`src/rtl/rsf_pkg.sv`:
```
/*
  rsf_pkg: shared constants and carrier types of the shortened rs encoder.
  assumes: included before every design file; nothing is imported.
*/
package rsf_pkg;
  // ----------------------------------------------------------------
  // code shape
  // ----------------------------------------------------------------
  localparam int SYM_W = 8;             // bits per symbol
  localparam int CODE_N = 255;          // full codeword length
  localparam int PAR_N = 6;             // check symbols per codeword
  localparam int MSG_MAX = CODE_N - PAR_N; // 249 message symbols in a full block
  localparam int CNT_W = 8;             // width of symbol counters
  localparam logic [2:0] PAR_LAST = 3'h5; // index of the final check symbol

  // ----------------------------------------------------------------
  // field arithmetic: z^8 = z^4+z^3+z^2+1, bit 7 is z^7
  // ----------------------------------------------------------------
  localparam logic [7:0] PRIM_LOW = 8'h1D;

  // generator g(x) = x^6 + 126x^5 + 4x^4 + 158x^3 + 58x^2 + 49x + 117
  localparam logic [7:0] G5 = 8'h7E;
  localparam logic [7:0] G4 = 8'h04;
  localparam logic [7:0] G3 = 8'h9E;
  localparam logic [7:0] G2 = 8'h3A;
  localparam logic [7:0] G1 = 8'h31;
  localparam logic [7:0] G0 = 8'h75;

  localparam logic [7:0] SYM_ZERO = 8'h00;
  localparam logic [7:0] CNT_ZERO = 8'h00;
  localparam logic [7:0] CNT_ONE = 8'h01;

  // ----------------------------------------------------------------
  // carriers and states
  // ----------------------------------------------------------------
  typedef struct packed {
    logic [7:0] sym;   // symbol value
    logic last;        // final symbol of the block
  } rsf_sym_s;

  typedef struct packed {
    logic [7:0] sym;   // symbol value
    logic last;        // final symbol of the codeword
    logic check;       // symbol is a check symbol
  } rsf_out_s;

  typedef enum logic [1:0] {
    RSF_MSG = 2'b00,   // taking message symbols
    RSF_PAR = 2'b01    // emitting check symbols
  } rsf_state_e;
endpackage

```
`src/rtl/rsf_gfmul.sv`:
```
/*
  rsf_gfmul: combinational multiply in the 256-element field.
  assumes: operands use the bit order of the package, bit 7 as z^7.
*/
`timescale 1ns/10ps
module rsf_gfmul (
  // operands
  input wire logic [7:0] a,
  input wire logic [7:0] b,
  // product
  output logic [7:0] p
);
  // ----------------------------------------------------------------
  // shift-and-add with reduction by the primitive polynomial
  // ----------------------------------------------------------------
  always_comb begin
    logic [7:0] acc;
    logic [7:0] sh;
    acc = rsf_pkg::SYM_ZERO;
    sh = a;
    for (int i = 0; i < 8; i++) begin
      // add the shifted operand where b has a one
      if (b[i]) begin
        acc = acc ^ sh;
      end
      // multiply by z and fold the overflow back in
      sh = {sh[6:0], 1'b0} ^ (sh[7] ? rsf_pkg::PRIM_LOW : rsf_pkg::SYM_ZERO);
    end
    p = acc;
  end
endmodule

```
`src/rtl/rsf_encoder.sv`:
```
/*
  rsf_encoder: systematic shortened reed-solomon encoder, six check symbols.
  assumes: source and sink share clk; a block ends on its last flag or
  after the full message length, whichever comes first.
*/
`timescale 1ns/10ps
// Functional notes
// - systematic code, message passed, checks appended
// - arithmetic in field from given primitive
// - bit seven holds z^7 coefficient
// - checks are remainder by degree-6 generator
// - shortening equals leading zeros, then dropped
// - short final block shortened, never padded
// - shortened code keeps full minimum distance
module rsf_encoder (
  // clock and reset
  input wire logic clk,
  input wire logic rst_n,
  // message input
  input wire logic in_valid,
  input rsf_pkg::rsf_sym_s in_data,
  output logic in_ready,
  // codeword output
  output logic out_valid,
  output rsf_pkg::rsf_out_s out_data,
  input wire logic out_ready
);
  // ----------------------------------------------------------------
  // state
  // ----------------------------------------------------------------
  rsf_pkg::rsf_state_e state_q, state_d;   // message or check phase
  logic [7:0] rem_q [6];                   // remainder, rem_q[5] highest degree
  logic [7:0] rem_d [6];
  logic [7:0] cnt_q, cnt_d;                // message symbols of this block
  logic [2:0] pidx_q, pidx_d;              // check symbol being emitted
  logic out_valid_q, out_valid_d;          // output register holds a symbol
  rsf_pkg::rsf_out_s out_q, out_d;
  logic [7:0] fb;                          // feedback symbol
  logic [7:0] prod [6];                    // feedback times generator terms
  logic take;                              // message symbol accepted this cycle
  logic slot_free;                         // output register can be loaded
  logic blk_end;                           // accepted symbol closes the block
  logic rem_zero;                          // remainder all zero, read by checks only

  localparam logic [7:0] GEN [6] = '{rsf_pkg::G0, rsf_pkg::G1, rsf_pkg::G2,
                                     rsf_pkg::G3, rsf_pkg::G4, rsf_pkg::G5};
  // unit symbol: fed into a clear remainder it leaves the generator itself
  localparam logic [7:0] SYM_UNIT = 8'h01;

  // ----------------------------------------------------------------
  // field multipliers, one per generator coefficient below the leading x^6
  // ----------------------------------------------------------------
  // field multiply
  for (genvar g = 0; g < 6; g++) begin : g_mul
    rsf_gfmul u_mul (
      .a(fb),
      .b(GEN[g]),
      .p(prod[g])
    );
  end

  // ----------------------------------------------------------------
  // handshake terms
  // ----------------------------------------------------------------
  // output stage is one register; it frees when the sink takes it
  assign slot_free = !out_valid_q || out_ready;
  assign in_ready = (state_q == rsf_pkg::RSF_MSG) && slot_free;
  assign take = in_valid && in_ready;
  assign blk_end = in_data.last || (cnt_q == 8'(rsf_pkg::MSG_MAX - 1));
  assign fb = in_data.sym ^ rem_q[5];
  // names a clean block start for the assertions below
  assign rem_zero = ~|{rem_q[0], rem_q[1], rem_q[2], rem_q[3], rem_q[4], rem_q[5]};

  // ----------------------------------------------------------------
  // next-state logic
  // ----------------------------------------------------------------
  // everything holds by default; the output register empties when taken
  // a stall freezes both phases, so no symbol is ever dropped or doubled
  always_comb begin
    state_d = state_q;
    cnt_d = cnt_q;
    pidx_d = pidx_q;
    out_valid_d = out_valid_q && !out_ready;
    out_d = out_q;
    for (int i = 0; i < 6; i++) begin
      rem_d[i] = rem_q[i];
    end
    unique case (state_q)
      rsf_pkg::RSF_MSG: begin
        if (take) begin
          out_valid_d = 1'b1;
          out_d.sym = in_data.sym;
          out_d.last = 1'b0;
          out_d.check = 1'b0;
          rem_d[0] = prod[0];
          for (int i = 1; i < 6; i++) begin
            rem_d[i] = rem_q[i-1] ^ prod[i];
          end
          cnt_d = cnt_q + rsf_pkg::CNT_ONE;
          // leading zeros leave remainder untouched, so skipped
          if (blk_end) begin
            state_d = rsf_pkg::RSF_PAR;
            pidx_d = 3'h0;
          end
        end
      end
      rsf_pkg::RSF_PAR: begin
        if (slot_free) begin
          out_valid_d = 1'b1;
          out_d.sym = rem_q[5];
          out_d.check = 1'b1;
          out_d.last = (pidx_q == rsf_pkg::PAR_LAST);
          for (int i = 5; i > 0; i--) begin
            rem_d[i] = rem_q[i-1];
          end
          rem_d[0] = rsf_pkg::SYM_ZERO;
          pidx_d = pidx_q + 3'h1;
          if (pidx_q == rsf_pkg::PAR_LAST) begin
            state_d = rsf_pkg::RSF_MSG;
            cnt_d = rsf_pkg::CNT_ZERO;
          end
        end
      end
    endcase
  end

  // ----------------------------------------------------------------
  // registers
  // ----------------------------------------------------------------
  // synchronous reset returns to a clean message phase with no output
  always_ff @(posedge clk) begin
    if (!rst_n) begin
      state_q <= rsf_pkg::RSF_MSG;
      cnt_q <= rsf_pkg::CNT_ZERO;
      pidx_q <= 3'h0;
      out_valid_q <= 1'b0;
      out_q <= '0;
      for (int i = 0; i < 6; i++) begin
        rem_q[i] <= rsf_pkg::SYM_ZERO;
      end
    end else begin
      state_q <= state_d;
      cnt_q <= cnt_d;
      pidx_q <= pidx_d;
      out_valid_q <= out_valid_d;
      out_q <= out_d;
      for (int i = 0; i < 6; i++) begin
        rem_q[i] <= rem_d[i];
      end
    end
  end

  // both outputs come straight from the output register
  assign out_valid = out_valid_q;
  assign out_data = out_q;
endmodule

```
`config.mk`:
```
export PLATFORM = sky130hd
export DESIGN_NAME = rsf_encoder
export DESIGN_NICKNAME = d
export VERILOG_FILES = /design/src/rtl/rsf_pkg.sv /design/src/rtl/rsf_gfmul.sv /design/src/rtl/rsf_encoder.sv
export SDC_FILE = /design/constraint.sdc
export NUM_CORES = 1
export LEC_CHECK = 0
export ABC_AREA = 0
export BUFFER_PORTS_ARGS = -buffer_cell sky130_fd_sc_hd__buf_2
export CORE_MARGIN = 2
export CORE_UTILIZATION = 60
export CTS_BUF_LIST = sky130_fd_sc_hd__clkbuf_8
export CTS_CLUSTER_DIAMETER = 100
export DETAILED_ROUTE_END_ITERATION = 8
export PLACE_DENSITY_LB_ADDON = 0.05
export SLEW_MARGIN = 20
export SYNTH_ARGS = -nofsm -noshare
export SYNTH_HDL_FRONTEND = slang
export SYNTH_SLANG_ARGS = --single-unit
export TNS_END_PERCENT = 10
```
`constraint.sdc`:
```
create_clock -name clk -period 2.7 [get_ports clk]
set_input_delay 0 -clock clk [delete_from_list [all_inputs] [get_ports clk]]
set_output_delay 0 -clock clk [all_outputs]
set_load 0.01 [all_outputs]
```
==> flow_metrics.tcl, run 1 <==
set metrics [dict create \
    outcome "completed" \
    cts_tree "built" \
    gr-usage-all-layers 0.262 \
    dieWidth_um 86.0 \
    multiInputGateArea_um2 2500 \
    dieArea_um2 7390 \
    yosysTopAreaCell "dfxtp_1" \
    p_per_area_nw_per_um2 1400 \
    max_freq_ghz 0.434 \
    dp_hpwl_mm 6.04 \
    cp_max_fo 10 \
    grt_max_degree 62 \
    clockBufferDepth 2 \
    grt_setup_unrepaired "false" \
    drive_gt1_frac 0.150 \
    clock_sinks 71 \
    crit_type "reg -> reg" \
    synth_top_cell_area_share 0.353 \
    routed_wl_mm 8.94 \
    die_height_um 86.0 \
    synth_edf_count 0 \
    end_kind "flip-flop" \
    hold_violations 0 \
    synthCells 430 \
    synth_nets 447 \
    slew_headroom 0.346 \
    tns_ns 0 \
    ir_worst_vdd_mv 0.673 \
    clk_pin_slew_ns 0.08 \
    fin_ws_ns 0.398 \
    dp.cells 513 \
    total_leakage_power_nw 1.76 \
    maxCapViolations 0 \
    grt_pass1_vias 3081 \
    cp-start-kind "flip-flop" \
    fillers 529 \
    initial_core_util 0.628 \
    io_buffers 24 \
    detail_route.wl_per_cell_um 16.9 \
    synth-async-reset-ratio 0 \
    finalSetupViolCount 0 \
    coreArea_um2 6420 \
    io_pins 25 \
    ant_nets 0 \
    synth_area_per_cell_um2 9.37 \
    hp-class "in -> reg" \
    seq_area_frac_synth 0.353 \
    antenna_found_initial 0 \
    ctsResizeCount 0 \
    clk_latency_ns 0.35 \
    yosys_register_bits 71 \
    clock-root-buffer "clkbuf_8" \
    slew_viol_final 0 \
    grt_pass1_wl_mm 15.1 \
    h-tree-depth 3 \
    rows 29 \
    ys.flop_type "dfxtp_1" \
    arrival_ns 2.58 \
    place_ws_ns 0.451 \
    ff_latch_area_um2 1420 \
    first_pass_iters 4 \
    drcViolationCount 0 \
    grt-ovfl-total 0 \
    period_share 0.853 \
    synthTopCellsByCount "dfxtp_1 (71), nor2_1 (56), o21ai_0 (55), xnor2_1 (43), or3_1 (29)" \
    vias_per_cell 5.97 \
    post-route-util 0.690 \
    yosysMostFrequentCell "dfxtp_1" \
    synth_cell_types 37 \
    final_cells 530 \
    area_growth_pct 10.0 \
    routabilityCongestion 0.820 \
    synthTopCellsByArea "dfxtp_1 (35%), xnor2_1 (9.3%), o21ai_0 (6.8%), nor2_1 (5.2%), or3_1 (4.5%)" \
    drt_first_iter_violations 199 \
    synth_area_um2 4030 \
    tightest_slew_ns 0.976 \
    min_period_ns 2.30 \
    vias 3162 \
    fin_nets 465 \
    diodes 0 \
    required_ns 2.98 \
    numCtsBuffers 9 \
    synth_warnings 0 \
    finClkSkew_ns 0.00961 \
]
==> cell type report <==
| type | instances | area share |
|---|---|---|
| inverter | 5 | 0.00423 |
| clock buffer | 9 | 0.0279 |
| sequential | 71 | 0.321 |
| clock inverter | 7 | 0.0147 |
| multi-input combinational | 327 | 0.563 |
| timing repair buffer | 34 | 0.0474 |
| tap | 77 | 0.0217 |
==> per-stage QoR <==
step / power [W] / hold WS (ns) / area [um2]
after floorplan: 0.00466 / 0.125 / 4030
after global placement: 0.00527 / 0.310 / 4230
after detailed placement: 0.00535 / 0.317 / 4230
after CTS: 0.00621 / 0.0148 / 4430
after global routing: 0.00665 / 0.0152 / 4430
final: 0.00621 / 0.0172 / 4430
==> cell usage in the layout (no fill, tap or decap), types with 5 or more instances in the layout <==
cell      count
a211oi_1     14
inv_1         5
nor2_1       55
a311oi_1     11
nand2_1       8
xnor2_1      43
or3_1        29
dfxtp_1      70
mux2i_1      10
a21oi_1      13
o21ai_0      55
a22oi_1       8
xor2_1        7
xnor2_4       5
buf_2        24
xnor3_1       8
a31oi_1      19
clkbuf_8      9
xnor2_2       6
buf_4         8
==> flip-flops by register name (all words and copies together) (netlist names) <==
register / count
rem_q: 48
out_data: 10
cnt_q: 8
pidx_q: 3
out_valid: 1
state_q: 1
==> power breakdown <==
| part | switching, W | internal, W | leakage, nW |
|---|---|---|---|
| Sequential | 0.000246 | 0.00132 | 0.587 |
| Clock | 0.000413 | 0.000420 | 0.100 |
| Combinational | 0.00175 | 0.00205 | 1.07 |
==> kinds of logic (layout without fill, tap and decap cells) <==
kind of cell    after synthesis  count (layout)  share of synthesized area
compound gates              123             123                      0.184
buf+inv                      32              55                     0.0298
xor+xnor                     78              78                      0.263
mux                          10              10                     0.0248
flops                        71              71                      0.353
fa+ha+maj                     4               4                     0.0124
simple gates                112             112                      0.133
==> worst paths after layout <==
check,endpoint,from,slack [ns],depth (start not counted)
hold reg to reg,out_data[0]$_SDFFE_PN0P_,out_data[0]$_SDFFE_PN0P_,0.46,2
setup / recovery,rem_q[0][45]$_SDFFE_PN0P_,rem_q[0][46]$_SDFFE_PN0P_,0.40,5
setup reg to reg,rem_q[0][45]$_SDFFE_PN0P_,rem_q[0][46]$_SDFFE_PN0P_,0.40,5
hold / removal,out_data[6]$_SDFFE_PN0P_,in_data[5],0.02,3
==> per-layer routing <==
metal	track usage	vias up	part of all wire
met1	0.361	1510	0.47
li1	-	1577	-
met2	0.412	66	0.47
met3	0.0597	9	0.047
met4	0.0765	0	0.012
met5	0	-	0
==> critical path, stage by stage, from the launching register on <==
cell and delay (ns):
dfxtp_1 0.38, xnor2_4 0.49, xnor3_4 0.54, xnor3_1 0.36, or3_1 0.31, a31oi_1 0.15
==> timing repair <==
action	CTS	global route
hold buffers	1	0
endpoints found under the hold margin	2	0
setup buffers	0	0
No activity file was read; power rests on OpenSTA's default activity.
==> inputs of run 2 (changes only) <==
==> constraint.sdc (replaced) <==
create_clock -name clk -period 2.3 [get_ports clk]
set_input_delay 0 -clock clk [delete_from_list [all_inputs] [get_ports clk]]
set_output_delay 0 -clock clk [all_outputs]
set_load 0.01 [all_outputs]
==> run 2 against run 1 <==
Effect of this change: final cell count is 0.94% higher; flip-flop and latch count unchanged; first-iteration DRC count increased by 11%; critical path depth unchanged; cell area rose by 1.1%.
==> flow_metrics.tcl, run 2 (synthesis results as in run 1) <==
set metrics [dict create \
    finalSetupViolCount 0 \
    grt_pass1_wl_mm 14.4 \
    h-tree-depth 3 \
    rows 29 \
    fillers 538 \
    dieArea_um2 7390 \
    hold_violations 0 \
    grt-ovfl-total 0 \
    arrival_ns 2.50 \
    grt_setup_unrepaired "false" \
    detail_route.wl_per_cell_um 16.4 \
    gr-usage-all-layers 0.253 \
    ant_nets 0 \
    numCtsBuffers 9 \
    whs_path_depth 3 \
    switchingPower_w 0.00284 \
    period_share 0.970 \
    r2r-end "rem_q[0][45]$_SDFFE_PN0P_" \
    vias_per_cell 5.84 \
    slew_headroom 0.400 \
    finClkSkew_ns 0.00800 \
    combPwrFrac 0.629 \
    diodes 0 \
    largest_reg_flops 48 \
    max_freq_ghz 0.448 \
    p_seq_frac 0.250 \
    clk_pin_slew_ns 0.08 \
    clock_sinks 71 \
    grt_pass1_vias 2905 \
    rrSetupSlack_ns 0.07 \
    drcViolationCount 0 \
    clock-root-buffer "clkbuf_8" \
    fin_nets 470 \
    initial_core_util 0.628 \
    ir_worst_vdd_mv 0.926 \
    total_leakage_power_nw 1.78 \
    area_growth_pct 11.2 \
    cp_num_buf_inv 0 \
    tightest_slew_ns 0.893 \
    final_common_cell "dfxtp_1" \
    cp-start-kind "flip-flop" \
    min_period_ns 2.23 \
    clockBufferDepth 2 \
    outcome "completed" \
    antenna_found_initial 0 \
    netSwitchingFraction 0.388 \
    cp_max_fo 10 \
    hp-class "in -> reg" \
    first_pass_iters 6 \
    dp_hpwl_mm 5.90 \
    die_height_um 86.0 \
    cpMaxStageDelayCell "xnor3_4" \
    end_kind "flip-flop" \
    dieWidth_um 86.0 \
    worst_path_largest_cell_delay_ns 0.53 \
    holdPathEnd "out_data[7]$_SDFFE_PN0P_" \
    drive_gt1_frac 0.157 \
    rr_worst_depth 5 \
    routabilityCongestion 0.910 \
    crit_type "reg -> reg" \
    path_delay_family "XOR/XNOR gates" \
    required_ns 2.57 \
    slew_viol_final 0 \
    top_register "rem_q" \
    crit_chain "xnor2_4, xnor3_4, xnor3_1, or3_1, a31oi_1" \
    p_per_area_nw_per_um2 1630 \
    r2r-start "rem_q[0][46]$_SDFFE_PN0P_" \
    clk_latency_ns 0.34 \
    io_pins 25 \
    vias 3127 \
    mostFrequentLayoutCells "dfxtp_1 (70), nor2_1 (55), o21ai_0 (55)" \
    power_frac_clock 0.122 \
    coreArea_um2 6420 \
    io_buffers 24 \
    maxCapViolations 0 \
    grt_max_degree 97 \
    cts_tree "built" \
    routed_wl_mm 8.78 \
    post-route-util 0.698 \
    tns_ns 0 \
    drt_first_iter_violations 221 \
    p_int_w 0.00448 \
    min_from "in_data[6]" \
]
## run 2: layout make-up
class	instances	area, um2	share of cell area
clock buffer	10	138	0.0307
clock inverter	6	37.5	0.00837
inverter	5	18.8	0.00419
multi-input combinational	327	2510	0.559
sequential	71	1420	0.317
tap	77	96.3	0.0215
timing repair buffer	39	263	0.0586
## run 2: power by group through the flow
stage / combinational (W) / clock (W) / sequential [W]
floorplan: 0.00368 / 0 / 0.00179
global placement: 0.00444 / 0 / 0.00183
detailed placement: 0.00455 / 0 / 0.00185
CTS: 0.00458 / 0.000914 / 0.00182
global route: 0.00504 / 0.000962 / 0.00186
finish: 0.00460 / 0.000891 / 0.00183
## run 2: worst reg2reg max path, delay by kind of cell, from the launching register on
| kind | cells | cell delay (ns) |
|---|---|---|
| xor gates and xnor gates | 3 | 1.33 |
| DFF | 1 | 0.37 |
| and+or+nand+nor | 1 | 0.31 |
| AOI/OAI and AO/OA | 1 | 0.15 |
## run 2: what timing repair did
item | CTS | global route
gates resized for setup | 0 | 1
hold buffers | 2 | 0
endpoints found under the hold margin | 4 | 0
buffers inserted | 0 | 0
endpoints found under the setup margin | 0 | 2
## run 2: layer usage
metal	GRT usage	vias up	share of wire
li1	-	1585	-
met1	0.359	1455	0.47
met2	0.389	78	0.46
met3	0.0491	9	0.059
met4	0.0808	0	0.012
met5	0	-	0
## run 2: worst max-delay path by stage
stage | endpoint | cells after the start | start | slack (ns)
2_1_floorplan | rem_q[0][45]$_SDFFE_PN0P_ | 5 | rem_q[0][41]$_SDFFE_PN0P_ | 0.14
3_3_place_gp | rem_q[0][45]$_SDFFE_PN0P_ | 5 | rem_q[0][46]$_SDFFE_PN0P_ | 0.08
3_5_place_dp | rem_q[0][45]$_SDFFE_PN0P_ | 5 | rem_q[0][46]$_SDFFE_PN0P_ | 0.06
4_1_cts | rem_q[0][45]$_SDFFE_PN0P_ | 5 | rem_q[0][46]$_SDFFE_PN0P_ | 0.04
5_1_grt | rem_q[0][45]$_SDFFE_PN0P_ | 5 | rem_q[0][46]$_SDFFE_PN0P_ | 0.006
6_report | rem_q[0][45]$_SDFFE_PN0P_ | 5 | rem_q[0][46]$_SDFFE_PN0P_ | 0.07
## run 2: stage by stage
stage               instance area (um2)  total power, W  std cells  hold WS, ns  setup slack [ns]
floorplan                          4030         0.00547        430        0.125             0.140
global placement                   4280         0.00627        517        0.302            0.0756
detailed placement                 4280         0.00640        517        0.308            0.0632
CTS                                4470         0.00732        535       0.0181            0.0420
global route                       4480         0.00786        535       0.0356           0.00625
finish                             4480         0.00732        535       0.0330            0.0701
==> inputs of run 3 (changes only) <==
--- a/config.mk
+++ b/config.mk
@@ -9,7 +9,6 @@
 export BUFFER_PORTS_ARGS = -buffer_cell sky130_fd_sc_hd__buf_2
 export CORE_MARGIN = 2
 export CORE_UTILIZATION = 60
-export CTS_BUF_LIST = sky130_fd_sc_hd__clkbuf_8
 export CTS_CLUSTER_DIAMETER = 100
 export DETAILED_ROUTE_END_ITERATION = 8
 export PLACE_DENSITY_LB_ADDON = 0.05
==> run 3 against run 2 <==
Effect of this change: hold slack got worse by 0.00090 ns; critical endpoint unchanged; highest routed layer unchanged; global-route usage is the same; die area unchanged.
==> flow_metrics.tcl, run 3 (synthesis results as in run 1) <==
set metrics [dict create \
    rows 29 \
    period_share 0.969 \
    largest_reg_flops 48 \
    routed_wl_mm 8.76 \
    hold_violations 0 \
    dp_hpwl_mm 5.90 \
    detail_route.wl_per_cell_um 16.4 \
    clk_pin_slew_ns 0.08 \
    finalSetupViolCount 0 \
    timing.hold.ws_ns 0.0321 \
    io_buffers 24 \
    drcViolationCount 0 \
    fin_ws_ns 0.0703 \
    vias_per_cell 5.84 \
    final_common_cell "dfxtp_1" \
    grt-ovfl-total 0 \
    ir_worst_vdd_mv 0.927 \
    crit_chain "xnor2_4, xnor3_4, xnor3_1, or3_1, a31oi_1" \
    dieWidth_um 86.0 \
    rr_worst_depth 5 \
    clock_sinks 71 \
    clk_latency_ns 0.34 \
    final_cells 535 \
    top_register "rem_q" \
    diodes 0 \
    drive_gt1_frac 0.157 \
    cp.depth 5 \
    mostFrequentLayoutCells "dfxtp_1 (70), nor2_1 (55), o21ai_0 (55)" \
    gr-usage-all-layers 0.253 \
    slew_headroom 0.399 \
    initial_core_util 0.628 \
    max_freq_ghz 0.448 \
    grt_setup_unrepaired "false" \
    slew_viol_final 0 \
    cts_tree "built" \
    vias 3124 \
    p_per_area_nw_per_um2 1630 \
    grt_pass1_vias 2905 \
    end_kind "flip-flop" \
    outcome "completed" \
    first_pass_iters 5 \
    cp_max_fo 10 \
    whs_path_depth 4 \
    io_pins 25 \
    numCtsBuffers 9 \
    area_growth_pct 11.2 \
    fin_nets 470 \
    worst_path_largest_cell_delay_ns 0.53 \
    grt_pass1_wl_mm 14.4 \
    required_ns 2.57 \
    ant_nets 0 \
    maxCapViolations 0 \
    total_leakage_power_nw 1.77 \
    drt_first_iter_violations 220 \
    routabilityCongestion 0.910 \
    antenna_found_initial 0 \
    h-tree-depth 3 \
    clockBufferDepth 2 \
    dieArea_um2 7390 \
    finClkSkew_ns 0.00803 \
    path_delay_family "XOR/XNOR gates" \
    cp-start-kind "flip-flop" \
    tns_ns 0 \
    grt_max_degree 97 \
    cp_num_buf_inv 0 \
    clock-root-buffer "clkbuf_8" \
    dp.cells 517 \
    crit_type "reg -> reg" \
    coreArea_um2 6420 \
    min_period_ns 2.23 \
    post-cts-setup-buffers 0 \
    die_height_um 86.0 \
    hp-class "in -> reg" \
    arrival_ns 2.50 \
    cpMaxStageDelayCell "xnor3_4" \
    tightest_slew_ns 0.896 \
    place_ws_ns 0.0632 \
]
-- run 3: cell count changes in the layout (fill, tap and decap cells not counted), sizes merged --
cell    change
clkbuf      +1
inv         -1
-- run 3: stage by stage --
step	power (W)	utilization	cell area, um2
after CTS	0.00732	0.696	4470
after global placement	0.00627	0.666	4280
after detailed placement	0.00640	0.666	4280
final	0.00732	0.698	4480
after global routing	0.00787	0.698	4480
after floorplan	0.00547	-	4030
-- run 3: worst paths after layout --
| path | from | slack [ns] | end |
|---|---|---|---|
| max | rem_q[0][46]$_SDFFE_PN0P_ | 0.07 | rem_q[0][45]$_SDFFE_PN0P_ |
| min | in_data[0] | 0.03 | state_q[0]$_SDFFE_PN0P_ |
| max reg2reg | rem_q[0][46]$_SDFFE_PN0P_ | 0.07 | rem_q[0][45]$_SDFFE_PN0P_ |
| min reg2reg | out_data[0]$_SDFFE_PN0P_ | 0.46 | out_data[0]$_SDFFE_PN0P_ |
-- run 3: power by group --
group	switching (W)	internal (W)	total, W
Combinational	0.00209	0.00251	0.00460
Sequential	0.000272	0.00155	0.00183
Clock	0.000477	0.000419	0.000896
Total	0.00284	0.00448	0.00732
-- run 3: final cells by class --
cell class / instances / area [um2]
Clock inverter: 5 / 33.8
Timing Repair Buffer: 39 / 263
Clock buffer: 11 / 141
Inverter: 5 / 18.8
Sequential cell: 71 / 1420
Tap cell: 77 / 96.3
Multi-Input combinational cell: 327 / 2510
Fill cell: 538 / 1940
-- run 3: worst reg2reg max path: cells and delay by family, from the launching register on --
family           cells  cell delay (ns)
XOR/XNOR             3             1.33
flip-flops           1             0.37
AO/OA/AOI/OAI        1             0.15
AND/OR/NAND/NOR      1             0.31
-- run 3: repair_timing --
item,in CTS,in global routing
gates resized for setup,0,1
endpoints found under the hold margin,4,0
endpoints found under the setup margin,0,2
hold buffers,2,0
-- run 3: metal layers --
layer  track usage  vias up  share of wire
met4        0.0808        0         0.0078
met2         0.389       76           0.46
met1         0.359     1457           0.47
met5             0        -              0
li1              -     1584              -
met3        0.0491        7          0.058
